<file path="config.mk">
export PLATFORM = sky130hd
export DESIGN_NAME = ppc_port
export DESIGN_NICKNAME = d
export VERILOG_FILES = /design/src/ppc_pkg.sv /design/src/ppc_port.sv
export VERILOG_INCLUDE_DIRS = /design/src
export SDC_FILE = /design/constraint.sdc
export NUM_CORES = 1
export LEC_CHECK = 0
export ABC_AREA = 0
export ABC_CLOCK_PERIOD_IN_PS = 3000
export BUFFER_PORTS_ARGS = -buffer_cell sky130_fd_sc_hd__buf_4
export CAP_MARGIN = 30
export CORE_MARGIN = 2
export CORE_UTILIZATION = 55
export CTS_BUF_LIST = sky130_fd_sc_hd__clkbuf_4
export DETAILED_ROUTE_END_ITERATION = 8
export PLACE_DENSITY = 0.77
export SLEW_MARGIN = 5
export SYNTH_ARGS = -nofsm -noshare
export SYNTH_HDL_FRONTEND = slang
export SYNTH_SLANG_ARGS = --single-unit
</file>
<file path="constraint.sdc">
create_clock -name pclk -period 3 [get_ports pclk]
set_input_delay 0.3 -clock pclk [delete_from_list [all_inputs] [get_ports pclk]]
set_output_delay 0.3 -clock pclk [all_outputs]
set_load 0.005 [all_outputs]
</file>
<file path="src/ppc_map.svh">
/*
  register offsets, field positions, reset values and drive-mode codes
  of the port pin control block.
  assumes the includer uses an 8-bit byte offset within the block.
*/
`ifndef PPC_MAP_SVH
`define PPC_MAP_SVH
`define PPC_NPIN 8
`define PPC_NOE 16
`define PPC_NPAIR 4
`define PPC_NPLANE 8
`define PPC_OFF_OUT 8'h00
`define PPC_OFF_STATE 8'h04
`define PPC_OFF_DM0 8'h08
`define PPC_OFF_DM1 8'h0C
`define PPC_OFF_DM2 8'h10
`define PPC_OFF_SLEW 8'h14
`define PPC_OFF_BIDIR 8'h18
`define PPC_OFF_BYPASS 8'h1C
`define PPC_OFF_INDIS 8'h20
`define PPC_OFF_RISE 8'h24
`define PPC_OFF_FALL 8'h28
`define PPC_OFF_ISTAT 8'h2C
`define PPC_OFF_CFG 8'h30
`define PPC_OFF_VREG 8'h34
`define PPC_OFF_REF 8'h38
`define PPC_OFF_OESEL 8'h3C
`define PPC_PIN_BASE 8'h40
`define PPC_PIN_MASK 8'hE3
`define PPC_PL_OUT 0
`define PPC_PL_DM0 1
`define PPC_PL_DM1 2
`define PPC_PL_DM2 3
`define PPC_PL_SLEW 4
`define PPC_PL_BIDIR 5
`define PPC_PL_BYPASS 6
`define PPC_PL_INDIS 7
`define PPC_CFG_LVTTL 0
`define PPC_CFG_HYST 1
`define PPC_CFG_DIFF 2
`define PPC_CFG_W 3
`define PPC_REF_W 16
`define PPC_RST_BYTE 8'h00
`define PPC_RST_CFG 3'h0
`define PPC_RST_REF 16'h0000
`define PPC_RST_OESEL 32'h0000_0000
`define PPC_DM_ANA_HIZ 3'h0
`define PPC_DM_DIG_HIZ 3'h1
`define PPC_DM_PULL_UP 3'h2
`define PPC_DM_PULL_DN 3'h3
`define PPC_DM_OD_LOW 3'h4
`define PPC_DM_OD_HIGH 3'h5
`define PPC_DM_STRONG 3'h6
`define PPC_DM_RES_BOTH 3'h7
`endif

</file>
<file path="src/ppc_pkg.sv">
/*
  types of the port pin control block.
  assumes ppc_map.svh is compiled alongside.
*/
package ppc_pkg;
  typedef logic [2:0] ppc_mode_t;
  typedef struct packed {
    logic oe;
    logic out;
    logic pu;
    logic pd;
    logic fast;
    logic inbuf;
  } ppc_drive_s;
endpackage

</file>
<file path="src/ppc_port.sv">
/*
  eight-pin port pin control: drive modes, port and pin register views,
  bidirectional steering, slew, edge interrupts and special pin settings.
  assumes an apb master on pclk and pin inputs synchronous to pclk.
*/
`timescale 1ns/10ps
`default_nettype none
`include "ppc_map.svh"
module ppc_port
  import ppc_pkg::*;
#(
  parameter int AW = 12
) (
  // clock and reset
  input wire logic pclk,
  input wire logic presetn,
  // apb slave
  input wire logic psel,
  input wire logic penable,
  input wire logic pwrite,
  input wire logic [AW-1:0] paddr,
  input wire logic [31:0] pwdata,
  output logic [31:0] prdata,
  output logic pready,
  output logic pslverr,
  // pads
  input wire logic [`PPC_NPIN-1:0] pin_in,
  output logic [`PPC_NPIN-1:0] pin_out,
  output logic [`PPC_NPIN-1:0] pin_oe,
  output logic [`PPC_NPIN-1:0] pin_pu_en,
  output logic [`PPC_NPIN-1:0] pin_pd_en,
  output logic [`PPC_NPIN-1:0] pin_slew_fast,
  output logic [`PPC_NPIN-1:0] pin_inbuf_en,
  // digital system side
  input wire logic [`PPC_NPIN-1:0] sys_out,
  input wire logic [`PPC_NOE-1:0] aux_oe,
  output logic [`PPC_NPIN-1:0] sys_in,
  output logic irq,
  // special pin controls
  output logic lvttl_sel,
  output logic sio_hyst_en,
  output logic sio_diff_en,
  output logic [`PPC_NPIN-1:0] sio_vreg_sel,
  output logic [2*`PPC_NPAIR-1:0] sio_thresh_sel,
  output logic [`PPC_NPAIR-1:0] sio_ag_sel
);

  localparam int OESW = $clog2(`PPC_NOE);

  logic [`PPC_NPIN-1:0] plane_q [`PPC_NPLANE];
  logic [`PPC_NPIN-1:0] rise_q;
  logic [`PPC_NPIN-1:0] fall_q;
  logic [`PPC_NPIN-1:0] stat_q;
  logic [`PPC_NPIN-1:0] vreg_q;
  logic [`PPC_CFG_W-1:0] cfg_q;
  logic [`PPC_REF_W-1:0] ref_q;
  logic [31:0] oesel_q;
  logic [`PPC_NPIN-1:0] ps_q;
  logic [`PPC_NPIN-1:0] prev_q;
  logic [31:0] rdata_q;
  logic err_q;
  logic irq_q;
  ppc_drive_s drv_q [`PPC_NPIN];

  logic [7:0] addr;
  logic upper_zero;
  logic setup;
  logic access;
  logic wr;
  logic rd_istat;
  logic pin_hit;
  logic [2:0] pin_idx;
  logic [31:0] rd_d;
  logic hit_d;
  logic [`PPC_NPIN-1:0] ev;
  logic [`PPC_NPIN-1:0] clr;

  function automatic logic [7:0] plane_addr(input int k);
    logic [7:0] a;
    a = `PPC_OFF_OUT;
    case (k)
      `PPC_PL_DM0: a = `PPC_OFF_DM0;
      `PPC_PL_DM1: a = `PPC_OFF_DM1;
      `PPC_PL_DM2: a = `PPC_OFF_DM2;
      `PPC_PL_SLEW: a = `PPC_OFF_SLEW;
      `PPC_PL_BIDIR: a = `PPC_OFF_BIDIR;
      `PPC_PL_BYPASS: a = `PPC_OFF_BYPASS;
      `PPC_PL_INDIS: a = `PPC_OFF_INDIS;
      default: a = `PPC_OFF_OUT;
    endcase
    return a;
  endfunction

  function automatic ppc_drive_s drive_decode(
    input ppc_mode_t mode,
    input logic data,
    input logic slow_n,
    input logic in_dis
  );
    ppc_drive_s d;
    d = '0;
    d.out = data;
    case (mode)
      `PPC_DM_ANA_HIZ: begin
        d.inbuf = 1'b0;
      end
      `PPC_DM_DIG_HIZ: begin
        d.inbuf = 1'b1;
      end
      `PPC_DM_PULL_UP: begin
        d.pu = data;
        d.oe = ~data;
        d.inbuf = 1'b1;
      end
      `PPC_DM_PULL_DN: begin
        d.pd = ~data;
        d.oe = data;
        d.inbuf = 1'b1;
      end
      `PPC_DM_OD_LOW: begin
        d.oe = ~data;
        d.fast = slow_n;
        d.inbuf = 1'b1;
      end
      `PPC_DM_OD_HIGH: begin
        d.oe = data;
        d.fast = slow_n;
        d.inbuf = 1'b1;
      end
      `PPC_DM_STRONG: begin
        d.oe = 1'b1;
        d.fast = slow_n;
        d.inbuf = 1'b1;
      end
      default: begin
        d.pu = data;
        d.pd = ~data;
        d.inbuf = 1'b1;
      end
    endcase
    if (in_dis) begin
      d.inbuf = 1'b0;
    end
    return d;
  endfunction

  // apb decode; no wait state, read data is registered in the setup phase so it leaves a flip-flop
  assign addr = paddr[7:0];
  assign upper_zero = (paddr[AW-1:8] == '0);
  assign setup = psel & ~penable;
  assign access = psel & penable;
  assign wr = access & pwrite & ~err_q;
  assign pin_hit = upper_zero
    && ((addr & `PPC_PIN_MASK) == `PPC_PIN_BASE);
  assign pin_idx = addr[4:2];
  assign rd_istat = access & ~pwrite & upper_zero
    && (addr == `PPC_OFF_ISTAT);

  always_comb begin
    rd_d = '0;
    hit_d = 1'b0;
    if (!upper_zero) begin
      hit_d = 1'b0;
    end else if (pin_hit) begin
      hit_d = 1'b1;
      for (int k = 0; k < `PPC_NPLANE; k++) begin
        rd_d[k] = plane_q[k][pin_idx];
      end
    end else if (addr == `PPC_OFF_STATE) begin
      hit_d = 1'b1;
      rd_d[`PPC_NPIN-1:0] = ps_q;
    end else if (addr == `PPC_OFF_RISE) begin
      hit_d = 1'b1;
      rd_d[`PPC_NPIN-1:0] = rise_q;
    end else if (addr == `PPC_OFF_FALL) begin
      hit_d = 1'b1;
      rd_d[`PPC_NPIN-1:0] = fall_q;
    end else if (addr == `PPC_OFF_ISTAT) begin
      hit_d = 1'b1;
      rd_d[`PPC_NPIN-1:0] = stat_q;
    end else if (addr == `PPC_OFF_CFG) begin
      hit_d = 1'b1;
      rd_d[`PPC_CFG_W-1:0] = cfg_q;
    end else if (addr == `PPC_OFF_VREG) begin
      hit_d = 1'b1;
      rd_d[`PPC_NPIN-1:0] = vreg_q;
    end else if (addr == `PPC_OFF_REF) begin
      hit_d = 1'b1;
      rd_d[`PPC_REF_W-1:0] = ref_q;
    end else if (addr == `PPC_OFF_OESEL) begin
      hit_d = 1'b1;
      rd_d = oesel_q;
    end else begin
      for (int k = 0; k < `PPC_NPLANE; k++) begin
        if (addr == plane_addr(k)) begin
          hit_d = 1'b1;
          rd_d[`PPC_NPIN-1:0] = plane_q[k];
        end
      end
    end
  end

  always_ff @(posedge pclk or negedge presetn) begin
    if (!presetn) begin
      rdata_q <= '0;
      err_q <= 1'b0;
    end else if (setup) begin
      rdata_q <= pwrite ? 32'h0000_0000 : rd_d;
      err_q <= ~hit_d;
    end
  end

  assign prdata = rdata_q;
  assign pready = access;
  assign pslverr = access & err_q;

  // both views write the same bit planes; a pin write touches one column
  always_ff @(posedge pclk or negedge presetn) begin
    if (!presetn) begin
      for (int k = 0; k < `PPC_NPLANE; k++) begin
        plane_q[k] <= `PPC_RST_BYTE;
      end
    end else if (wr) begin
      for (int k = 0; k < `PPC_NPLANE; k++) begin
        if (pin_hit) begin
          plane_q[k][pin_idx] <= pwdata[k];
        end else if (upper_zero && addr == plane_addr(k)) begin
          plane_q[k] <= pwdata[`PPC_NPIN-1:0];
        end
      end
    end
  end

  // interrupt type and special pin configuration
  always_ff @(posedge pclk or negedge presetn) begin
    if (!presetn) begin
      rise_q <= `PPC_RST_BYTE;
      fall_q <= `PPC_RST_BYTE;
    end else if (wr && upper_zero) begin
      if (addr == `PPC_OFF_RISE) begin
        rise_q <= pwdata[`PPC_NPIN-1:0];
      end
      if (addr == `PPC_OFF_FALL) begin
        fall_q <= pwdata[`PPC_NPIN-1:0];
      end
    end
  end

  always_ff @(posedge pclk or negedge presetn) begin
    if (!presetn) begin
      cfg_q <= `PPC_RST_CFG;
      vreg_q <= `PPC_RST_BYTE;
      ref_q <= `PPC_RST_REF;
    end else if (wr && upper_zero) begin
      if (addr == `PPC_OFF_CFG) begin
        cfg_q <= pwdata[`PPC_CFG_W-1:0];
      end
      if (addr == `PPC_OFF_VREG) begin
        vreg_q <= pwdata[`PPC_NPIN-1:0];
      end
      if (addr == `PPC_OFF_REF) begin
        ref_q <= pwdata[`PPC_REF_W-1:0];
      end
    end
  end

  always_ff @(posedge pclk or negedge presetn) begin
    if (!presetn) begin
      oesel_q <= `PPC_RST_OESEL;
    end else if (wr && upper_zero && addr == `PPC_OFF_OESEL) begin
      oesel_q <= pwdata;
    end
  end

  // pad drive, registered so pads never see decode glitches
  always_ff @(posedge pclk or negedge presetn) begin
    if (!presetn) begin
      for (int i = 0; i < `PPC_NPIN; i++) begin
        drv_q[i] <= '0;
      end
    end else begin
      for (int i = 0; i < `PPC_NPIN; i++) begin
        logic [OESW-1:0] sel;
        ppc_mode_t mode;
        logic data;
        sel = oesel_q[i*OESW +: OESW];
        mode = {plane_q[`PPC_PL_DM2][i], plane_q[`PPC_PL_DM1][i],
                plane_q[`PPC_PL_DM0][i]};
        if (plane_q[`PPC_PL_BIDIR][i] && !aux_oe[sel]) begin
          mode = `PPC_DM_DIG_HIZ;
        end
        data = plane_q[`PPC_PL_BYPASS][i] ? sys_out[i]
                                          : plane_q[`PPC_PL_OUT][i];
        drv_q[i] <= drive_decode(mode, data, plane_q[`PPC_PL_SLEW][i],
                                 plane_q[`PPC_PL_INDIS][i]);
      end
    end
  end

  always_comb begin
    for (int i = 0; i < `PPC_NPIN; i++) begin
      pin_out[i] = drv_q[i].out;
      pin_oe[i] = drv_q[i].oe;
      pin_pu_en[i] = drv_q[i].pu;
      pin_pd_en[i] = drv_q[i].pd;
      pin_slew_fast[i] = drv_q[i].fast;
      pin_inbuf_en[i] = drv_q[i].inbuf;
    end
  end

  // input sampling; a disabled buffer reads low
  always_ff @(posedge pclk or negedge presetn) begin
    if (!presetn) begin
      ps_q <= `PPC_RST_BYTE;
      prev_q <= `PPC_RST_BYTE;
    end else begin
      ps_q <= pin_in & pin_inbuf_en;
      prev_q <= ps_q;
    end
  end

  assign sys_in = ps_q;

  // edges only; enabling a buffer on a high pin looks like a rising edge
  assign ev = (ps_q & ~prev_q & rise_q)
            | (~ps_q & prev_q & fall_q);
  assign clr = rd_istat ? rdata_q[`PPC_NPIN-1:0] : `PPC_RST_BYTE;

  // no sleep gating here, so detection runs in every power state
  always_ff @(posedge pclk or negedge presetn) begin
    if (!presetn) begin
      stat_q <= `PPC_RST_BYTE;
    end else begin
      stat_q <= (stat_q & ~clr) | ev;
    end
  end

  always_ff @(posedge pclk or negedge presetn) begin
    if (!presetn) begin
      irq_q <= 1'b0;
    end else begin
      irq_q <= |((stat_q & ~clr) | ev);
    end
  end

  assign irq = irq_q;

  // special pin controls straight from their registers
  assign lvttl_sel = cfg_q[`PPC_CFG_LVTTL];
  assign sio_hyst_en = cfg_q[`PPC_CFG_HYST];
  assign sio_diff_en = cfg_q[`PPC_CFG_DIFF];
  assign sio_vreg_sel = vreg_q;

  always_comb begin
    for (int p = 0; p < `PPC_NPAIR; p++) begin
      sio_thresh_sel[2*p +: 2] = ref_q[4*p +: 2];
      sio_ag_sel[p] = ref_q[4*p+2];
    end
  end

endmodule
`default_nettype wire

</file>
---- Word level (Yosys, flattened, before mapping) ----
Index checks and enable logic that the tools add are counted.
operators by class
  mux-type cells .......................... 274
  order comparisons ....................... 10
  bitwise logic cells ..................... 30
  eq/ne operators ......................... 73
  reductions and logical operators ........ 100
operators with widths
  cell                  count
  $mux W8               128
  $mux W24              16
  $eq A8 B8 Y1          16
  $reduce_or A6 Y1      16
  $mux W1               83
  $eq A3 B3 Y1 const B  24
  $bwmux W8             8
  $mux W32              2
  $eq A8 B6 Y1 const B  7
  $and A8 B8 Y8         6
  $eq A3 B2 Y1 const B  16
  $lt A4 B5 Y1 const B  8
  $bmux W1 S4           8
  $mux W16              2
  $reduce_or A2 Y1      16
  $mux W29              1
  $mux W3               9
  $reduce_and A2 Y1     13
  $bmux W1 S3           8
  $eq A3 B1 Y1 const B  8
  $logic_not A3 Y1      8
  $not A8 Y8            3
  $pmux W1 S3           8
  $reduce_or A3 Y1      8
  other kinds (13)      65
storage, ports and cells
  register bits ........................... 245
  bits of input ports ..................... 81
  output and inout port bits .............. 114
  word-level logic and storage cells ...... 555

---- Logic depth before layout (Yosys ltp) ----
  depth after elaboration ................. 31
  depth in mapped cells ................... 9
  mapped depth without buffers ............ 5

---- Worst setup path before layout ----
No wires, ideal clock.
  path type ............................... input to register
  start ................................... input port paddr[1]
  end ..................................... register ref_q[10]
  path slack .............................. 0.882 ns
  buffers on the path ..................... 3
  arrival ................................. 1.993 ns
  required time ........................... 2.875 ns
  library setup time ...................... 0.125 ns
  stages on the path ...................... 6
  cells stage by stage .................... buf_2 > or4b_1 > buf_2 > nor3_4 > buf_4 > mux2_2
on the way
  word-level cells in the longest chain between the ends .. 2
RTL lines
  element                      line             text
  start, declared              ppc_port.sv:21   input wire logic [AW-1:0] paddr,
  $eq A8 B6 Y1 (no line)       --
  $reduce_and A2 Y1 (no line)  --
  end signal, assigned         ppc_port.sv:253  ref_q <= `PPC_RST_REF;
  end signal, assigned         ppc_port.sv:262  ref_q <= pwdata[`PPC_REF_W-1:0];
  end, declared                ppc_port.sv:56   logic [`PPC_REF_W-1:0] ref_q;
Every way passes these cells.
A chain may end at the register's enable or synchronous reset.

---- Final worst setup path ----
  start ................................... register oesel_q[16]
  end ..................................... register drv_q (netlist bit pin_inbuf_en[4])
on the way
  word-level cells in the longest chain between the ends .. 8
RTL lines
  element                        line             text
  start, declared                ppc_port.sv:57   logic [31:0] oesel_q;
  start signal, assigned         ppc_port.sv:269  oesel_q <= `PPC_RST_OESEL;
  start signal, assigned         ppc_port.sv:271  oesel_q <= pwdata;
  $bmux W1 S4                    ppc_port.sv:289  if (plane_q[`PPC_PL_BIDIR][i] && !aux_oe[sel]) begin
  $mux W1 (implied by the code)  ppc_port.sv:289
  $logic_not A1 Y1               ppc_port.sv:289
  $logic_and A1 B1 Y1            ppc_port.sv:289
  $mux W3                        ppc_port.sv:289
  $logic_not A3 Y1               ppc_port.sv:103  case (mode)
  $mux W1                        ppc_port.sv:103
  $mux W1                        ppc_port.sv:141  if (in_dis) begin
  end signal, assigned by index  ppc_port.sv:294  drv_q[i] <= drive_decode(mode, data, plane_q[`PPC_PL_SLEW][i],
  end, declared                  ppc_port.sv:63   ppc_drive_s drv_q [`PPC_NPIN];
Every way passes these cells. The select of a mux whose other input is x is not followed.

==> out/qor.txt <==
period utilization = 84.1%
reg2reg path depth = 5
CP startpoint kind = flop
largest net degree at the start of global routing = 89
Die Wd = 161 um
vias in the first global route = 12100
Slew headroom = 44.8%
Hold-fix buffers, CTS = 43
drc violations = 0
Post-Synthesis Cells = 1240
hold path start = pwdata[7]
Min Hold Slack = 40.8 ps
setup_tns = 0 ps
Rows = 57
outcome = complete, no violations
busiest grt layer = met2
pin slew with the least headroom to its limit = 819 ps
count leader, synth = dfrtp_1
cell area after synthesis = 13500 sq um
RR Endpoint = pin_inbuf_en[4]
Worst Path Arrival = 3090 ps
Resized cells post-CTS = 0
antenna violations before repair = 1
Worst-path clk slew = 70 ps
core footprint = 24200 sq um
most frequent cells after synthesis = dfrtp_1 (245), o21ai_0 (138), mux2_2 (102)
synth top area cells = dfrtp_1 (45%), mux4_2 (9.5%), mux2_2 (8.5%)
Fmax = 396 MHz
Peak VDD IR = 0.267 mV
RD Place Congestion = 0.966
DPL Wire Length = 31700 um
setup bufs post-CTS = 0
CTS Buffer Depth = 3
endpoints failing setup = 0
Fin. Hold Viols = 0
Sink Count = 245
DRT Wirelength = 46000 um
Hold Path Class = in -> reg
Main synth FF type = dfrtp_1
min cycle time layout = 2520 ps
first-pass GRT wire length = 70700 um
drt first pass iters = 5
Clock Latency Late Sink = 710 ps
pwr dens = 417 nW/um^2
register area share after synthesis = 45.4%
Hold Path End = plane_q[4]
Total Nets Final = 1559
layout cells sized above 1 = 35.4%
CP Capture Type = flop
worst r2r src = oesel_q[16]
Die H = 161 um
synth-to-layout area growth = 22.1%
DR vias = 12000
Synth Net Count = 1321
Async SR Flop Fraction = 100%
TritonCTS buffer count = 67
IO Count = 195
largest area contributor in the netlist = dfrtp_1
Hold Path Stages = 3
Mean Syn Cell Area = 10.9 sq um
Post-synth EDFFs = 0
DIE AREA = 25800 sq um
Ys Warns = 0
port bufs = 194
WS Path Type = reg -> reg
worst reg-to-reg setup slack = 480 ps
area fraction of the dominant cell type after synthesis = 45.4%
GRT met3 Usage = 9.74%
htree depth = 3
GR Overflow Total = 0
Root Buffer = clkbuf_4
starting density of the core = 55.8%
Slew Limit Fails = 0
GR Util met1 = 46.6%
max_cap viols = 0
number of antenna-violating nets in the routed design = 0
CTS tree = yes
DR WL/cell = 24.9 um
static leakage = 7.44 nW
DR iter-0 viols = 1309
CP max FO = 6
Total GRT Usage = 36.1%
clock skew = 45.5 ps
RSZ-0062 raised after global routing = no
Yosys cell types = 80
Crit path required time = 3570 ps
Yosys reg bits = 245
M2 GR Usage = 56.2%
Via density = 6.48
==> report_power, final <==
part	internal, W	switching, W	leakage (nW)	total, W
Sequential	0.00332	0.0000151	3.37	0.00333
Combinational	0.000244	0.000357	3.58	0.000602
Clock	0.00151	0.00142	0.485	0.00293
==> routing by layer <==
metal	vias up	share of wire (%)
met5	-	0
met4	0	5.2
met3	176	10
met2	762	47
met1	5886	38
li1	5156	-
==> logic make-up (layout without fill, tap and decap cells) <==
| logic type | after synthesis | count (layout) | synth area share [%] |
|---|---|---|---|
| AO/OA/AOI/OAI | 361 | 361 | 16.4 |
| XOR/XNOR | 8 | 8 | 0.519 |
| buffers and inverters | 144 | 426 | 4.93 |
| AND/OR/NAND/NOR | 304 | 304 | 13.2 |
| multiplexers | 178 | 178 | 19.4 |
| other | 0 | 2 | 0 |
| flip-flops | 245 | 245 | 45.4 |
==> state kept, by name, indices dropped and copies added, names as in the netlist, 16 cells and up <==
| signal | flops |
|---|---|
| plane_q | 64 |
| oesel_q | 32 |
| prdata | 32 |
| ref_q | 16 |
==> metrics by stage <==
stage               utilization, %  cell area (sq um)  worst slack, ps  power, W  std cells
finish                        68.1              16500              478   0.00686       1848
global route                  68.1              16500              371   0.00713       1847
CTS                           68.0              16400              543   0.00689       1845
detailed placement            62.9              15200              257   0.00393       1689
global placement              62.9              15200              323   0.00393       1689
floorplan                        -              13500              882   0.00363       1240
==> cell usage in the layout, fill, tap and decap left out, drive strengths merged, types with 17 or more instances in the layout <==
cell	instances
a21oi	97
a22o	17
and2	29
buf	244
clkbuf	92
clkinv	17
dfrtp	245
dlygate4sd3	43
inv	28
mux2	103
mux2i	18
mux4	57
nand2	60
nand3	29
nor2	71
nor3	26
o21ai	147
==> layout make-up <==
| type | instances | area [sq um] |
|---|---|---|
| diodes | 2 | 5.00 |
| clock buffers | 92 | 691 |
| clock inverters | 21 | 114 |
| fillers | 1827 | 7710 |
| inverters | 26 | 97.6 |
| multi-input cells | 851 | 6700 |
| flip-flops and latches | 245 | 6130 |
| well taps | 324 | 405 |
| repair buffers | 287 | 2330 |
==> how the worst max path moves through the flow <==
| stage | startpoint | to | slack [ps] | cells after the start |
|---|---|---|---|---|
| finish | oesel_q[16] | pin_inbuf_en[4] | 480 | 5 |
| global route | oesel_q[16] | pin_inbuf_en[4] | 370 | 5 |
| CTS | oesel_q[28] | pin_inbuf_en[7] | 540 | 5 |
| detailed placement | paddr[11] | prdata[14] | 260 | 6 |
| global placement | paddr[11] | prdata[13] | 320 | 6 |
| floorplan | paddr[1] | ref_q[10] | 880 | 6 |
==> worst max-delay path, stage by stage (launching register included) <==
cell	delay, ps
dfrtp_1	530
mux4_2	550
mux4_2	550
nor2b_1	410
nor4_1	90
nor2_1	260
Note: power is estimated with default switching activity, not from simulation.
